--- src/logic/irr_defines.svh ---
`ifndef IRR_DEFINES_SVH
`define IRR_DEFINES_SVH

// =====================================================================
// Constants for the interrupt request input routing block
`define IRR_CLK_FREQ_HZ     25000000
`define IRR_MASTER_FREQ_KHZ 28636
`define IRR_NUM_BUS_IRQ     11
`define IRR_SYNC_STAGES     2
// Bit positions in the bus request vector (IRQ3..7, 9..12, 14, 15)
`define IRR_BIT_IRQ3        0
`define IRR_BIT_IRQ4        1
// Routing select encodings for each serial source
`define IRR_ROUTE_LINE3     1'h0
`define IRR_ROUTE_LINE4     1'h1
// Local synchroniser group: pin positions
`define IRR_NUM_LOCAL_SYNC  7
`define IRR_LOC_KBD         0
`define IRR_LOC_AUX         1
`define IRR_LOC_RTC         2
`define IRR_LOC_SER_A       3
`define IRR_LOC_SER_B       4
`define IRR_LOC_EN_A_N      5
`define IRR_LOC_EN_B_N      6
// Local group reset levels: enables idle high (blocked)
`define IRR_LOCAL_IDLE      7'h60
// Local pending vector bit positions
`define IRR_PEND_KBD_AUX    0
`define IRR_PEND_RTC        1
`define IRR_PEND_SER_A      2
`define IRR_PEND_SER_B      3

`endif

--- src/logic/irr_pkg.sv ---
// =====================================================================
// Shared types for the interrupt request input routing block
package irr_pkg;
    typedef logic [10:0] irr_bus_irq_t;
    typedef logic [3:0]  irr_local_irq_t;
endpackage

--- src/logic/irr_link_if.sv ---
`include "irr_defines.svh"

// =====================================================================
// Link between the interrupting peripherals and the routing device
interface irr_link_if;
    logic        keyboard_irq;
    logic        aux_pointer_irq;
    logic        rtc_irq;
    logic        serial_irq_a;
    logic        serial_irq_b;
    logic        serial_irq_a_enable_n;
    logic        serial_irq_b_enable_n;
    logic [10:0] bus_irq;
    logic        cpu_irq;

    modport device (
        input  keyboard_irq, aux_pointer_irq, rtc_irq, serial_irq_a, serial_irq_b,
        input  serial_irq_a_enable_n, serial_irq_b_enable_n, bus_irq,
        output cpu_irq
    );
    modport system (
        output keyboard_irq, aux_pointer_irq, rtc_irq, serial_irq_a, serial_irq_b,
        output serial_irq_a_enable_n, serial_irq_b_enable_n, bus_irq,
        input  cpu_irq
    );
endinterface

--- src/logic/irr_device_end.sv ---
`include "irr_defines.svh"

// =====================================================================
// Device side: synchronise requests, route serial lines, drive CPU pin
// Contract
// - Route each serial input to line 3/4
// - Serial A passes only while enable low
// - Serial B passes only while enable low
// - Accept shared asynchronous bus request inputs
// - Drive CPU interrupt when enabled request pending
// - Keyboard controller drives keyboard, aux inputs
// - Clock module drives real-time-clock input
// - All logic runs from one master clock
module irr_device_end
    import irr_pkg::*;
#(
    parameter int NUM_BUS_IRQ = `IRR_NUM_BUS_IRQ
)
(
    // Clock and reset
    input  wire logic         ref_clk_in,
    input  wire logic         rst_in,
    // Routing and enable control
    input  wire logic         serial_a_route_in,
    input  wire logic         serial_b_route_in,
    input  wire irr_bus_irq_t bus_enable_in,
    input  wire irr_local_irq_t local_enable_in,
    // Status
    output irr_bus_irq_t      bus_pending_out,
    output irr_local_irq_t    local_pending_out,
    output logic              cpu_irq_out,
    // Link
    irr_link_if.device        link
);

    // =================================================================
    // Sizes and idle levels of the synchroniser groups
    localparam int                   NUM_LOCAL  = `IRR_NUM_LOCAL_SYNC;
    localparam logic [NUM_LOCAL-1:0] LOCAL_IDLE = `IRR_LOCAL_IDLE;

    // Latency from a link level to the registered outputs:
    // first stage, second stage, then the output flip-flops.
    // Enables reset to their blocked level so that no serial
    // source slips through while the chains refill.

    // =================================================================
    // Raw pin levels, gathered into one vector per group
    logic [NUM_BUS_IRQ-1:0] bus_raw;
    logic [NUM_LOCAL-1:0]   local_raw;

    // Shared bus lines, driven by several devices at once
    assign bus_raw = link.bus_irq;

    // Keyboard controller and clock module sources
    assign local_raw[`IRR_LOC_KBD] = link.keyboard_irq;
    assign local_raw[`IRR_LOC_AUX] = link.aux_pointer_irq;
    assign local_raw[`IRR_LOC_RTC] = link.rtc_irq;

    // Serial sources and their active-low enables
    assign local_raw[`IRR_LOC_SER_A]  = link.serial_irq_a;
    assign local_raw[`IRR_LOC_SER_B]  = link.serial_irq_b;
    assign local_raw[`IRR_LOC_EN_A_N] = link.serial_irq_a_enable_n;
    assign local_raw[`IRR_LOC_EN_B_N] = link.serial_irq_b_enable_n;

    // =================================================================
    // Two-stage synchronisers, all on the one clock
    logic [NUM_BUS_IRQ-1:0] bus_sync;
    logic [NUM_LOCAL-1:0]   local_sync;

    genvar bus_idx;
    genvar loc_idx;

    // One chain per shared bus line
    generate
        for (bus_idx = 0; bus_idx < NUM_BUS_IRQ; bus_idx++) begin : g_bus_sync
            logic meta_q;
            logic sync_q;

            // First stage catches the asynchronous level
            always_ff @(posedge ref_clk_in) begin
                if (rst_in) begin
                    meta_q <= 1'h0;
                end else begin
                    meta_q <= bus_raw[bus_idx];
                end
            end

            // Second stage is the only reader of the first
            always_ff @(posedge ref_clk_in) begin
                if (rst_in) begin
                    sync_q <= 1'h0;
                end else begin
                    sync_q <= meta_q;
                end
            end

            assign bus_sync[bus_idx] = sync_q;
        end
    endgenerate

    // One chain per local source or enable pin
    generate
        for (loc_idx = 0; loc_idx < NUM_LOCAL; loc_idx++) begin : g_local_sync
            logic meta_q;
            logic sync_q;

            // First stage catches the asynchronous level
            always_ff @(posedge ref_clk_in) begin
                if (rst_in) begin
                    meta_q <= LOCAL_IDLE[loc_idx];
                end else begin
                    meta_q <= local_raw[loc_idx];
                end
            end

            // Second stage is the only reader of the first
            always_ff @(posedge ref_clk_in) begin
                if (rst_in) begin
                    sync_q <= LOCAL_IDLE[loc_idx];
                end else begin
                    sync_q <= meta_q;
                end
            end

            assign local_sync[loc_idx] = sync_q;
        end
    endgenerate

    // =================================================================
    // Serial gating: a source passes only while its enable is low
    logic         serial_a_ok;
    logic         serial_b_ok;
    irr_bus_irq_t routed;

    assign serial_a_ok = local_sync[`IRR_LOC_SER_A] & ~local_sync[`IRR_LOC_EN_A_N];
    assign serial_b_ok = local_sync[`IRR_LOC_SER_B] & ~local_sync[`IRR_LOC_EN_B_N];

    // =================================================================
    // Serial sources OR onto lines 3 and 4 per select
    always_comb begin
        routed = bus_sync;
        if (serial_a_route_in == `IRR_ROUTE_LINE3) begin
            routed[`IRR_BIT_IRQ3] = routed[`IRR_BIT_IRQ3] | serial_a_ok;
        end else begin
            routed[`IRR_BIT_IRQ4] = routed[`IRR_BIT_IRQ4] | serial_a_ok;
        end
        if (serial_b_route_in == `IRR_ROUTE_LINE3) begin
            routed[`IRR_BIT_IRQ3] = routed[`IRR_BIT_IRQ3] | serial_b_ok;
        end else begin
            routed[`IRR_BIT_IRQ4] = routed[`IRR_BIT_IRQ4] | serial_b_ok;
        end
    end

    // =================================================================
    // Local pending levels; keyboard and auxiliary share one bit
    irr_local_irq_t local_now;

    assign local_now[`IRR_PEND_KBD_AUX] = local_sync[`IRR_LOC_KBD] | local_sync[`IRR_LOC_AUX];
    assign local_now[`IRR_PEND_RTC]     = local_sync[`IRR_LOC_RTC];
    assign local_now[`IRR_PEND_SER_A]   = serial_a_ok;
    assign local_now[`IRR_PEND_SER_B]   = serial_b_ok;

    // =================================================================
    // Enabled request detection; serial bits count through routing
    logic bus_hit;
    logic local_hit;
    logic irq_now;

    assign bus_hit   = |(routed & bus_enable_in);
    assign local_hit = (local_now[`IRR_PEND_KBD_AUX] & local_enable_in[`IRR_PEND_KBD_AUX])
                     | (local_now[`IRR_PEND_RTC] & local_enable_in[`IRR_PEND_RTC]);
    assign irq_now   = bus_hit | local_hit;

    // =================================================================
    // Registered outputs, one flip-flop group per concern

    // Routed bus pending levels
    always_ff @(posedge ref_clk_in) begin
        if (rst_in) begin
            bus_pending_out <= '0;
        end else begin
            bus_pending_out <= routed;
        end
    end

    // Local pending levels
    always_ff @(posedge ref_clk_in) begin
        if (rst_in) begin
            local_pending_out <= '0;
        end else begin
            local_pending_out <= local_now;
        end
    end

    // Processor interrupt status copy
    always_ff @(posedge ref_clk_in) begin
        if (rst_in) begin
            cpu_irq_out <= 1'h0;
        end else begin
            cpu_irq_out <= irq_now;
        end
    end

    // Processor interrupt pin on the link
    always_ff @(posedge ref_clk_in) begin
        if (rst_in) begin
            link.cpu_irq <= 1'h0;
        end else begin
            link.cpu_irq <= irq_now;
        end
    end

endmodule // irr_device_end

--- src/flat_wrapper.sv ---
// flat-port wrapper written by rule: the top's interface ports become plain ports
module irr_device_end_flat import irr_pkg::*;
#(
    parameter int NUM_BUS_IRQ = `IRR_NUM_BUS_IRQ
)
  (ref_clk_in, rst_in, serial_a_route_in, serial_b_route_in, bus_enable_in, local_enable_in, bus_pending_out, local_pending_out, cpu_irq_out, link_keyboard_irq, link_aux_pointer_irq, link_rtc_irq, link_serial_irq_a, link_serial_irq_b, link_serial_irq_a_enable_n, link_serial_irq_b_enable_n, link_bus_irq, link_cpu_irq);
  irr_link_if link_i ();
  input  wire logic ref_clk_in;
  input  wire logic rst_in;
  input  wire logic serial_a_route_in;
  input  wire logic serial_b_route_in;
  input  wire irr_bus_irq_t bus_enable_in;
  input  wire irr_local_irq_t local_enable_in;
  output irr_bus_irq_t bus_pending_out;
  output irr_local_irq_t local_pending_out;
  output logic cpu_irq_out;
  input wire logic [$bits(link_i.keyboard_irq)-1:0] link_keyboard_irq;
  input wire logic [$bits(link_i.aux_pointer_irq)-1:0] link_aux_pointer_irq;
  input wire logic [$bits(link_i.rtc_irq)-1:0] link_rtc_irq;
  input wire logic [$bits(link_i.serial_irq_a)-1:0] link_serial_irq_a;
  input wire logic [$bits(link_i.serial_irq_b)-1:0] link_serial_irq_b;
  input wire logic [$bits(link_i.serial_irq_a_enable_n)-1:0] link_serial_irq_a_enable_n;
  input wire logic [$bits(link_i.serial_irq_b_enable_n)-1:0] link_serial_irq_b_enable_n;
  input wire logic [$bits(link_i.bus_irq)-1:0] link_bus_irq;
  output wire logic [$bits(link_i.cpu_irq)-1:0] link_cpu_irq;
  assign link_i.keyboard_irq = link_keyboard_irq;
  assign link_i.aux_pointer_irq = link_aux_pointer_irq;
  assign link_i.rtc_irq = link_rtc_irq;
  assign link_i.serial_irq_a = link_serial_irq_a;
  assign link_i.serial_irq_b = link_serial_irq_b;
  assign link_i.serial_irq_a_enable_n = link_serial_irq_a_enable_n;
  assign link_i.serial_irq_b_enable_n = link_serial_irq_b_enable_n;
  assign link_i.bus_irq = link_bus_irq;
  assign link_cpu_irq = link_i.cpu_irq;
  irr_device_end #(.NUM_BUS_IRQ(NUM_BUS_IRQ)) u_core (.ref_clk_in(ref_clk_in), .rst_in(rst_in), .serial_a_route_in(serial_a_route_in), .serial_b_route_in(serial_b_route_in), .bus_enable_in(bus_enable_in), .local_enable_in(local_enable_in), .bus_pending_out(bus_pending_out), .local_pending_out(local_pending_out), .cpu_irq_out(cpu_irq_out), .link(link_i));
endmodule
--- config.mk ---
export PLATFORM = sky130hd
export DESIGN_NAME = irr_device_end_flat
export DESIGN_NICKNAME = d
export VERILOG_FILES = /design/src/logic/irr_pkg.sv /design/src/logic/irr_link_if.sv /design/src/logic/irr_device_end.sv /design/src/flat_wrapper.sv
export VERILOG_INCLUDE_DIRS = /design/src /design/src/logic
export SDC_FILE = /design/constraint.sdc
export NUM_CORES = 1
export LEC_CHECK = 0
export BUFFER_PORTS_ARGS = -buffer_cell sky130_fd_sc_hd__buf_4
export CORE_MARGIN = 2
export CORE_UTILIZATION = 42
export DETAILED_ROUTE_END_ITERATION = 8
export PLACE_DENSITY = 0.69
export SLEW_MARGIN = 40
export SYNTH_ARGS = -nofsm -noshare
export SYNTH_HDL_FRONTEND = slang
export SYNTH_SLANG_ARGS = --single-unit
--- constraint.sdc ---
create_clock -name ref_clk_in -period 1.26 [get_ports ref_clk_in]
set_input_delay 0.126 -clock ref_clk_in [delete_from_list [all_inputs] [get_ports ref_clk_in]]
set_output_delay 0.126 -clock ref_clk_in [all_outputs]
set_load 0.02 [all_outputs]
==> flow_summary_export.csv, run 1 <==
group,metric,value,unit
worst_setup_path,crit_start,"u_core.g_local_sync[3].sync_q",
detailed_routing,dr.max_layer_used,"met4",
power_and_ir_drop,p_seq_share,59.4,%
sta,fin_crit_sh,99.7,%
sta,rsz0062_at_grt,"yes",
worst_hold_path,hold_path.class,"input port to flop",
placement,dp.cells,215,
floorplanning,die_h,63.5,um
sta,holdWs,-0.0176,ns
floorplanning,core.rowCount,21,
detailed_routing,wl_met3,179,um
power_and_ir_drop,ir_worst_vdd,845,uV
global_route,grt_pass1_wl,4370,um
sta,final.setup_skew,0.00991,ns
clock_tree,cts_tree,"built",
cells_and_area,final_layout_size_suffix_gt1_share,35.9,%
placement,gp_congestion,0.679,
detailed_routing,drt_wl_total,2640,um
sta,fmax,0.796,GHz
worst_setup_path,start_kind,"flop",
worst_hold_path,worstHoldStart,"rst_in",
worst_setup_path,cp.required,1.53,ns
power_and_ir_drop,p_leak,0.985,nW
yosys,synth_seq_cells,52,
yosys,netlist.area_leader.share,70.0,%
cells_and_area,fin_cells,244,
yosys,syn_avg_cell_area,12.2,um2
detailed_routing,via_count,1018,
worst_setup_path,end_kind,"flop",
detailed_routing,wl_per_cell,10.8,um
global_route,antenna_found_initial,0,
sta,fin_ws,0.00374,ns
power_and_ir_drop,sw_frac_of_total,20.6,%
sta,final_max_slew_viol_count,0,
placement,io_buffers,51,
floorplanning,start_util,44.2,%
global_route,grt_start_max_net_pins,27,
worst_setup_path,crit_type,"flop to flop",
clock_tree,cts_made_buffers,5,
worst_setup_path,cp_max_fo,3,
yosys,synthCells,122,
worst_setup_path,cp_top_family,"compound AO/OA/AOI/OAI gates",
run,max_cap_viol_count,0,
worst_setup_path,path_cells,"nor3b_1 -> a221o_1 -> a221o_1",
placement,place_ws,-0.0335,ns
yosys,yosysUniqueCellTypes,14,
sta,tightest_slew,0.340,ns
worst_setup_path,cp_slowest_cell,"a221o_1",
cells_and_area,antennaDiodeCount,0,
placement,dp_hpwl,1770,um
power_and_ir_drop,p_clk_share,30.7,%
detailed_routing,drt_iter0_markers,26,
sta,slew_headroom,77.3,%
clock_tree,htreeDepth,2,
worst_setup_path,arrival,1.52,ns
power_and_ir_drop,power_density,1310,mW/mm2
clock_tree,clockRootBuffer,"clkbuf_4",
sta,period_minus_slack,1.26,ns
power_and_ir_drop,p_int,2.32,mW
global_route,grt_pass1_vias,999,
clock_tree,clk_transition_reported_paths,0.13,ns
yosys,synth_area_leader_cell,"dfxtp_1",
detailed_routing,viasPerCell,4.17,
detailed_routing,firstDrtPassIters,4,
sta,hold_viol,2,
floorplanning,core-area,0.00336,mm2
worst_setup_path,path_buf_inv,0,
cells_and_area,fin_nets,234,
floorplanning,die_x,63.5,um
global_route,grt.overflow.total,0,
yosys,yosys-top-cells-area,"dfxtp_1 70%, nor2b_1 18%, a221o_1 2.0%",
sta,finalSetupViolations,0,
power_and_ir_drop,combPwrFrac,9.9,%
power_and_ir_drop,power_switching,602,uW
yosys,ys_warn_count,0,
yosys,synth_nets,159,
status,violations,"negative hold slack",
worst_setup_path,reg2reg_slack,0.004,ns
worst_setup_path,cp_common_cell,"a221o_1",
global_route,grt.total_usage,14.7,%
detailed_routing,ant_nets,0,
clock_tree,clock_latency,0.36,ns
clock_tree,clockBufferDepth,2,
worst_setup_path,timing.rr.start,"u_core.g_local_sync[3].sync_q",
detailed_routing,met1Wirelength,1100,um
detailed_routing,met2_length,1310,um
yosys,yosysSeqAreaShare,70.0,%
cells_and_area,area_delta_synth_final,49.5,%
floorplanning,die_area,0.00403,mm2
yosys,netlist_area,0.00149,mm2
floorplanning,io_pins,54,
worst_setup_path,cp_slowest_stage_delay,0.38,ns
clock_tree,ctsHoldBuffers,20,
clock_tree,clkSinkCount,52,
detailed_routing,drc,0,
status,status,"finished, violations left",
==> metrics by stage <==
stage	util, %	instance area (um2)	TNS, ns	power (mW)
detailed placement	57.0	1920	-0.0335	2.01
finish	66.1	2220	0	2.92
global placement	57.0	1920	-0.0283	2.00
floorplan	-	1490	0	1.88
CTS	65.6	2210	0	2.95
global route	66.1	2220	-0.0572	3.07
==> kinds of logic after synthesis <==
| kind of cell | synth area share (%) |
|---|---|
| flops | 70.0 |
| buf+inv | 2.27 |
| simple gates | 21.9 |
| compound gates | 5.89 |
==> worst reg2reg max path: stages, from the launching register on <==
cell     delay [ns]
dfxtp_2        0.33
nor3b_1        0.15
a221o_1        0.38
a221o_1        0.31
==> sequential cells by signal, indices dropped and copies added, names as in the netlist <==
signal / count
u_core.local_pending_out: 4
u_core.cpu_irq_out: 1
u_core.g_bus_sync.sync_q: 11
u_core.g_local_sync.sync_q: 7
u_core.bus_pending_out: 11
u_core.g_bus_sync.meta_q: 11
u_core.g_local_sync.meta_q: 7
==> per-layer routing <==
metal	up-vias	global-route usage (%)
met5	-	0
met4	0	8.97
met3	6	4.64
met2	36	25.9
met1	436	15.0
li1	540	-
==> cells in the final DEF, fill, tap and decap left out <==
cell / n
clkinv_2: 1
bufinv_16: 1
a22o_1: 2
a221oi_2: 3
and2b_1: 2
or2_2: 4
o21a_1: 1
a221o_1: 3
nor2b_1: 42
nor2_1: 2
clkbuf_4: 5
nor3b_1: 2
clkbuf_1: 1
buf_4: 54
dlygate4sd3_1: 20
inv_1: 2
dfxtp_2: 3
dfxtp_1: 49
a31oi_1: 1
==> final cells by class <==
| cell class | count | area [um2] |
|---|---|---|
| multi-input cells | 62 | 432 |
| repair buffers | 74 | 606 |
| fillers | 306 | 1140 |
| flip-flops and latches | 52 | 1040 |
| clock buffers | 6 | 41.3 |
| clock inverters | 2 | 35.0 |
| inverters | 2 | 7.51 |
| well taps | 46 | 57.6 |
==> power by group through the flow <==
stage	combinational, mW	sequential [mW]	clock (mW)
3_3_place_gp	0.231	1.77	0
4_1_cts	0.288	1.73	0.924
6_report	0.289	1.74	0.896
5_1_grt	0.314	1.75	1.01
3_5_place_dp	0.235	1.77	0
2_1_floorplan	0.0923	1.79	0
==> final timing paths <==
kind,to,depth (start not counted)
min,u_core.local_pending_out[2],2
max,u_core.cpu_irq_out,3
min reg2reg,u_core.g_local_sync[5].sync_q,1
max reg2reg,u_core.cpu_irq_out,3
==> timing repair <==
action,CTS,global route
resized for setup,2,4
setup endpoints to repair,1,1
buffers inserted,0,1
gates cloned,0,0
endpoints found under the hold margin,21,2
pin swaps,1,4
==> synth_stat cells <==
cell type and number:
dfxtp_1 52, a221o_1 3, nor2b_1 42, inv_1 2, a221oi_1 3, and2b_1 2, clkbuf_1 5, a22o_1 2
buf_4 1, o21a_1 1, nor3b_1 2, nor2_1 2, a31oi_1 1, or2_2 4
Power figures use the tool's default switching activity.
==> inputs of run 2 (changes only) <==
SETUP_SLACK_MARGIN = 0.3   (was unset)
==> flow_summary_export.csv, run 2 (synthesized netlist as in run 1, its figures left out) <==
group,metric,value,unit
detailed_routing,firstDrtPassIters,4,
worst_setup_path,path_cells,"o21a_1 -> a221oi_2 -> a31oi_1 -> a221o_1",
status,violations,"negative hold slack",
worst_setup_path,reg2reg_depth,4,
worst_hold_path,hold_path.class,"input port to flop",
status,status,"finished, violations left",
global_route,grt.total_usage,14.8,%
worst_setup_path,cp.required,1.52,ns
global_route,antenna_found_initial,0,
floorplanning,core.rowCount,21,
worst_setup_path,cp_slowest_cell,"dfxtp_1",
power_and_ir_drop,p_leak,0.993,nW
worst_setup_path,reg2reg_slack,0.02,ns
detailed_routing,drc,0,
clock_tree,cts_tree,"built",
worst_setup_path,path_buf_inv,0,
placement,io_buffers,51,
power_and_ir_drop,ir_worst_vdd,867,uV
worst_setup_path,critical_path_depth,4,
sta,period_minus_slack,1.24,ns
floorplanning,core-area,0.00336,mm2
power_and_ir_drop,finalPower,2.91,mW
cells_and_area,area_delta_synth_final,53.3,%
detailed_routing,ant_nets,0,
worst_setup_path,end_kind,"flop",
run,max_cap_viol_count,0,
worst_setup_path,start_kind,"flop",
sta,slew_headroom,71.8,%
sta,setup_tns,0,ns
cells_and_area,antennaDiodeCount,0,
worst_setup_path,crit_start,"u_core.g_local_sync[1].sync_q",
worst_setup_path,cp_max_fo,2,
floorplanning,die_x,63.5,um
sta,hold_viol,2,
clock_tree,clkSinkCount,52,
clock_tree,clock_latency,0.36,ns
global_route,grt.overflow.total,0,
sta,holdWs,-0.0409,ns
detailed_routing,wl_per_cell,11.0,um
global_route,grt_pass1_wl,4430,um
worst_setup_path,arrival,1.50,ns
cells_and_area,top_regs,"u_core.bus_pending_out: 11 flops, u_core.g_bus_sync.meta_q: 11 flops, u_core.g_bus_sync.sync_q: 11 flops",
floorplanning,start_util,44.2,%
clock_tree,cts_setup_buffers,0,
sta,tightest_slew,0.424,ns
detailed_routing,drt_iter0_markers,8,
clock_tree,clockBufferDepth,2,
cells_and_area,layout_commonest_cell,"nor2b_1",
sta,fin_crit_sh,98.2,%
worst_setup_path,endpoint,"u_core.cpu_irq_out",
floorplanning,die_area,0.00403,mm2
power_and_ir_drop,power_density,1280,mW/mm2
worst_setup_path,cp_top_family,"compound AO/OA/AOI/OAI gates",
cells_and_area,final_util,67.8,%
worst_setup_path,r2r-end,"u_core.cpu_irq_out",
detailed_routing,via_count,1028,
cells_and_area,fill_cells,280,
clock_tree,clockRootBuffer,"clkbuf_4",
floorplanning,die_h,63.5,um
sta,rsz0062_at_grt,"yes",
clock_tree,ctsHoldBuffers,20,
floorplanning,io_pins,54,
clock_tree,cts_made_buffers,5,
worst_setup_path,timing.rr.start,"u_core.g_local_sync[1].sync_q",
placement,gp_congestion,0.663,
detailed_routing,drt_wl_total,2670,um
cells_and_area,final_cell_mix,"42 x nor2b_1, 37 x buf_4, 36 x dfxtp_1",
sta,fmax,0.808,GHz
sta,final_max_slew_viol_count,0,
worst_setup_path,crit_type,"flop to flop",
clock_tree,htreeDepth,2,
sta,final.setup_skew,0.00826,ns
cells_and_area,fin_nets,232,
cells_and_area,final_layout_size_suffix_gt1_share,41.8,%
sta,finalSetupViolations,0,
global_route,grt_pass1_vias,1066,
worst_setup_path,cp_slowest_stage_delay,0.34,ns
clock_tree,clk_transition_reported_paths,0.13,ns
global_route,grt_start_max_net_pins,49,
detailed_routing,viasPerCell,4.25,
run 2: changes by cell type in the layout (fill, tap and decap cells not counted):
cell,before,now
buf_4,54,37
dfxtp_2,3,16
buf_6,0,15
dfxtp_1,49,36
run 2: cell type report:
| type | instances | area [um2] | area share (%) |
|---|---|---|---|
| inverter | 2 | 7.51 | 0.329 |
| sequential | 52 | 1060 | 46.5 |
| clock inverter | 2 | 35.0 | 1.54 |
| clock buffer | 6 | 41.3 | 1.81 |
| multi-input combinational | 62 | 432 | 18.9 |
| timing repair buffer | 72 | 647 | 28.4 |
| tap | 46 | 57.6 | 2.52 |
run 2: repair_timing:
item,in CTS,in global routing
pin swaps,2,1
gates resized for setup,32,0
endpoints found under the hold margin,21,2
endpoints found under the setup margin,18,20
run 2: layer usage:
layer / vias up / routed length [um] / global-route usage (%) / part of all wire (%)
met1: 450 / 1010 / 13.9 / 38
li1: 532 / - / - / -
met2: 36 / 1400 / 26.7 / 52
met4: 0 / 68 / 8.97 / 2.6
met5: - / 0 / 0 / 0
met3: 10 / 189 / 5.71 / 7.1
run 2: power breakdown:
| part | internal, mW | switching [mW] | total (mW) | leakage (nW) |
|---|---|---|---|---|
| Combinational | 0.192 | 0.103 | 0.295 | 0.515 |
| Clock | 0.416 | 0.464 | 0.880 | 0.0422 |
| Sequential | 1.72 | 0.0229 | 1.74 | 0.436 |
run 2: how the worst min path moves through the flow:
stage,slack [ns],to,start,depth (start not counted)
global placement,0.31,u_core.g_local_sync[5].meta_q,link_serial_irq_a_enable_n,2
floorplan,0.22,u_core.local_pending_out[3],rst_in,1
detailed placement,0.31,u_core.g_local_sync[5].meta_q,link_serial_irq_a_enable_n,2
finish,-0.04,u_core.local_pending_out[2],rst_in,2
global route,-0.06,u_core.local_pending_out[3],rst_in,2
CTS,-0.06,u_core.local_pending_out[2],rst_in,2
run 2: stage by stage:
step                worst slack, ns  std cells  hold slack [ns]  instance area [um2]
floorplan                     0.115        122            0.225                 1500
global placement            -0.0168        214            0.314                 1920
detailed placement          -0.0558        214            0.314                 1920
CTS                          0.0200        242          -0.0647                 2280
global route                -0.0463        242          -0.0631                 2280
finish                       0.0226        242          -0.0409                 2280
==> inputs of run 3 (changes only) <==
ABC_AREA = 1   (was unset)
CORE_UTILIZATION = 44   (was 42)
PLACE_DENSITY = 0.71   (was 0.69)
REMOVE_ABC_BUFFERS = 1   (was unset)
TNS_END_PERCENT = 50   (was unset)
==> flow_summary_export.csv, run 3 <==
group,metric,value,unit
yosys,synth_area_leader_cell,"dfxtp_1",
power_and_ir_drop,p_leak,1.13,nW
detailed_routing,viasPerCell,3.80,
worst_setup_path,cp.required,1.45,ns
yosys,yosysSeqAreaShare,63.6,%
worst_setup_path,end_kind,"flop",
yosys,async_reset_ff_share,0,%
yosys,synth_common_cells,"53 x inv_1, 52 x dfxtp_1, 47 x nor2_1",
cells_and_area,final_cell_mix,"53 x inv_1, 51 x buf_4, 50 x dfxtp_1",
detailed_routing,drt_iter0_markers,57,
clock_tree,clkSinkCount,52,
cells_and_area,final_util,60.1,%
floorplanning,core-area,0.00361,mm2
floorplanning,core.rowCount,22,
worst_setup_path,arrival,1.19,ns
global_route,grt.overflow.total,0,
placement,gp_congestion,0.729,
worst_setup_path,endpoint,"u_core.cpu_irq_out",
cells_and_area,antennaDiodeCount,0,
floorplanning,start_util,45.4,%
worst_setup_path,reg2reg_slack,0.26,ns
clock_tree,clock_latency,0.29,ns
global_route,grt_start_max_net_pins,51,
sta,slew_headroom,69.3,%
global_route,grt_pass1_wl,3570,um
worst_setup_path,start_kind,"flop",
status,status,"completed",
floorplanning,io_pins,54,
yosys,synth.most_common_cell,"inv_1",
worst_setup_path,cp_max_fo,2,
sta,tightest_slew,0.460,ns
sta,fmax,0.998,GHz
power_and_ir_drop,ir_worst_vdd,748,uV
worst_setup_path,crit_type,"flop to flop",
yosys,synth_edf_count,0,
yosys,yosys-top-cells-area,"dfxtp_1 64%, inv_1 12%, nor2_1 11%",
global_route,antenna_found_initial,0,
yosys,yosysUniqueCellTypes,14,
cells_and_area,area_delta_synth_final,32.5,%
detailed_routing,via_count,1132,
sta,finalSetupViolations,0,
clock_tree,clk_transition_reported_paths,0.08,ns
sta,period_minus_slack,1.00,ns
floorplanning,die_x,65.0,um
sta,setup_tns,0,ns
yosys,ys_warn_count,0,
global_route,grt.total_usage,11.5,%
worst_setup_path,crit_start,"u_core.g_local_sync[2].sync_q",
cells_and_area,layout_commonest_cell,"inv_1",
cells_and_area,final_layout_size_suffix_gt1_share,28.0,%
cells_and_area,top_regs,"u_core.bus_pending_out: 11 flops, u_core.g_bus_sync.meta_q: 11 flops, u_core.g_bus_sync.sync_q: 11 flops",
sta,rsz0062_at_grt,"yes",
placement,place_ws,0.259,ns
yosys,netlist_area,0.00164,mm2
detailed_routing,drc,0,
detailed_routing,firstDrtPassIters,3,
run,max_cap_viol_count,0,
global_route,grt_pass1_vias,874,
sta,fin_crit_sh,79.5,%
power_and_ir_drop,power_density,1400,mW/mm2
clock_tree,cts_setup_buffers,0,
sta,fin_ws,0.258,ns
detailed_routing,drt_wl_total,2260,um
cells_and_area,fin_nets,286,
cells_and_area,fill_cells,338,
yosys,netlist.area_leader.share,63.6,%
yosys,synth_seq_cells,52,
clock_tree,clockRootBuffer,"clkbuf_8",
clock_tree,cts_made_buffers,5,
placement,dp_hpwl,1600,um
detailed_routing,wl_per_cell,7.57,um
floorplanning,die_h,65.0,um
sta,hold_viol,0,
yosys,synth-main-ff-cell,"dfxtp_1",
detailed_routing,ant_nets,0,
clock_tree,cts_tree,"built",
sta,final_max_slew_viol_count,0,
clock_tree,htreeDepth,2,
sta,final.setup_skew,0.00818,ns
worst_hold_path,hold_path.class,"input port to flop",
clock_tree,clockBufferDepth,2,
placement,io_buffers,51,
worst_setup_path,reg2reg_depth,8,
worst_setup_path,timing.rr.start,"u_core.g_local_sync[2].sync_q",
floorplanning,die_area,0.00422,mm2
worst_setup_path,r2r-end,"u_core.cpu_irq_out",
yosys,syn_avg_cell_area,8.31,um2
yosys,synthCells,197,
==> run 3: changes by cell type after synthesis, moves of 3 or more <==
cell and change:
inv_1 +51, nor2_1 +45, nor2b_1 -42, nand2_1 +24, buf_2 +5, clkbuf_1 -5, or2_1 +4, or2_2 -4
a221o_1 -3, a221oi_1 -3
==> run 3: layer usage <==
metal	up-vias	track usage [%]	share of wire [%]
li1	641	-	-
met2	29	17.9	49
met4	0	8.51	3.0
met5	-	0	0
met1	456	12.9	42
met3	6	4.17	6.2
==> run 3: worst min path at each step <==
stage | from | end | slack (ns) | depth (start not counted)
2_1_floorplan | rst_in | u_core.g_bus_sync[0].meta_q | 0.20 | 1
3_3_place_gp | link_serial_irq_b_enable_n | u_core.g_local_sync[6].meta_q | 0.31 | 2
3_5_place_dp | link_serial_irq_a_enable_n | u_core.g_local_sync[5].meta_q | 0.31 | 2
4_1_cts | link_serial_irq_a_enable_n | u_core.g_local_sync[5].meta_q | 0.0004 | 2
5_1_grt | link_serial_irq_a_enable_n | u_core.g_local_sync[5].meta_q | 0.008 | 2
6_report | link_serial_irq_a_enable_n | u_core.g_local_sync[5].meta_q | 0.01 | 2
==> run 3: logic make-up after synthesis <==
family                 Yosys count  synth area share [%]
AOI/OAI and AO/OA                1                 0.306
and+or+nand+nor                 83                  21.0
buffers and inverters           61                  15.1
DFF                             52                  63.6
==> run 3: stage by stage <==
stage	power, mW	instance area, um2	hold WS (ns)	instances
after CTS	3.08	2140	0.000411	297
after floorplan	1.87	1590	0.197	190
after detailed placement	2.02	2040	0.307	289
final	3.05	2170	0.0104	298
after global placement	2.01	2040	0.307	289
after global routing	3.21	2170	0.00835	298
==> run 3: worst max-delay path, stage by stage, from the launching register on <==
cell and delay [ns]:
dfxtp_2 0.34, nand2_2 0.06, nand2_2 0.05, nor2_2 0.11, nand2_1 0.06, nor2_1 0.12
nand3_1 0.09, nand2_1 0.06, inv_1 0.03
==> run 3: what timing repair did <==
action,CTS,global route
hold buffers,0,1
endpoints found under the setup margin,1,1
gates resized for setup,0,7
pin swaps,0,6
endpoints found under the hold margin,0,1
==> run 3: area by class of cell <==
type / instances / area [um2] / area share, %
flip-flops and latches: 52 / 1040 / 48.1
clock inverters: 2 / 35.0 / 1.62
well taps: 48 / 60.1 / 2.77
clock buffers: 6 / 72.6 / 3.35
repair buffers: 52 / 393 / 18.1
multi-input cells: 84 / 362 / 16.7
inverters: 54 / 203 / 9.35
==> run 3: where the power goes <==
| group | leakage (nW) | switching, mW | total (mW) | internal (mW) |
|---|---|---|---|---|
| Sequential | 0.429 | 0.0211 | 1.73 | 1.71 |
| Clock | 0.0552 | 0.476 | 1.07 | 0.589 |
| Combinational | 0.648 | 0.115 | 0.247 | 0.132 |
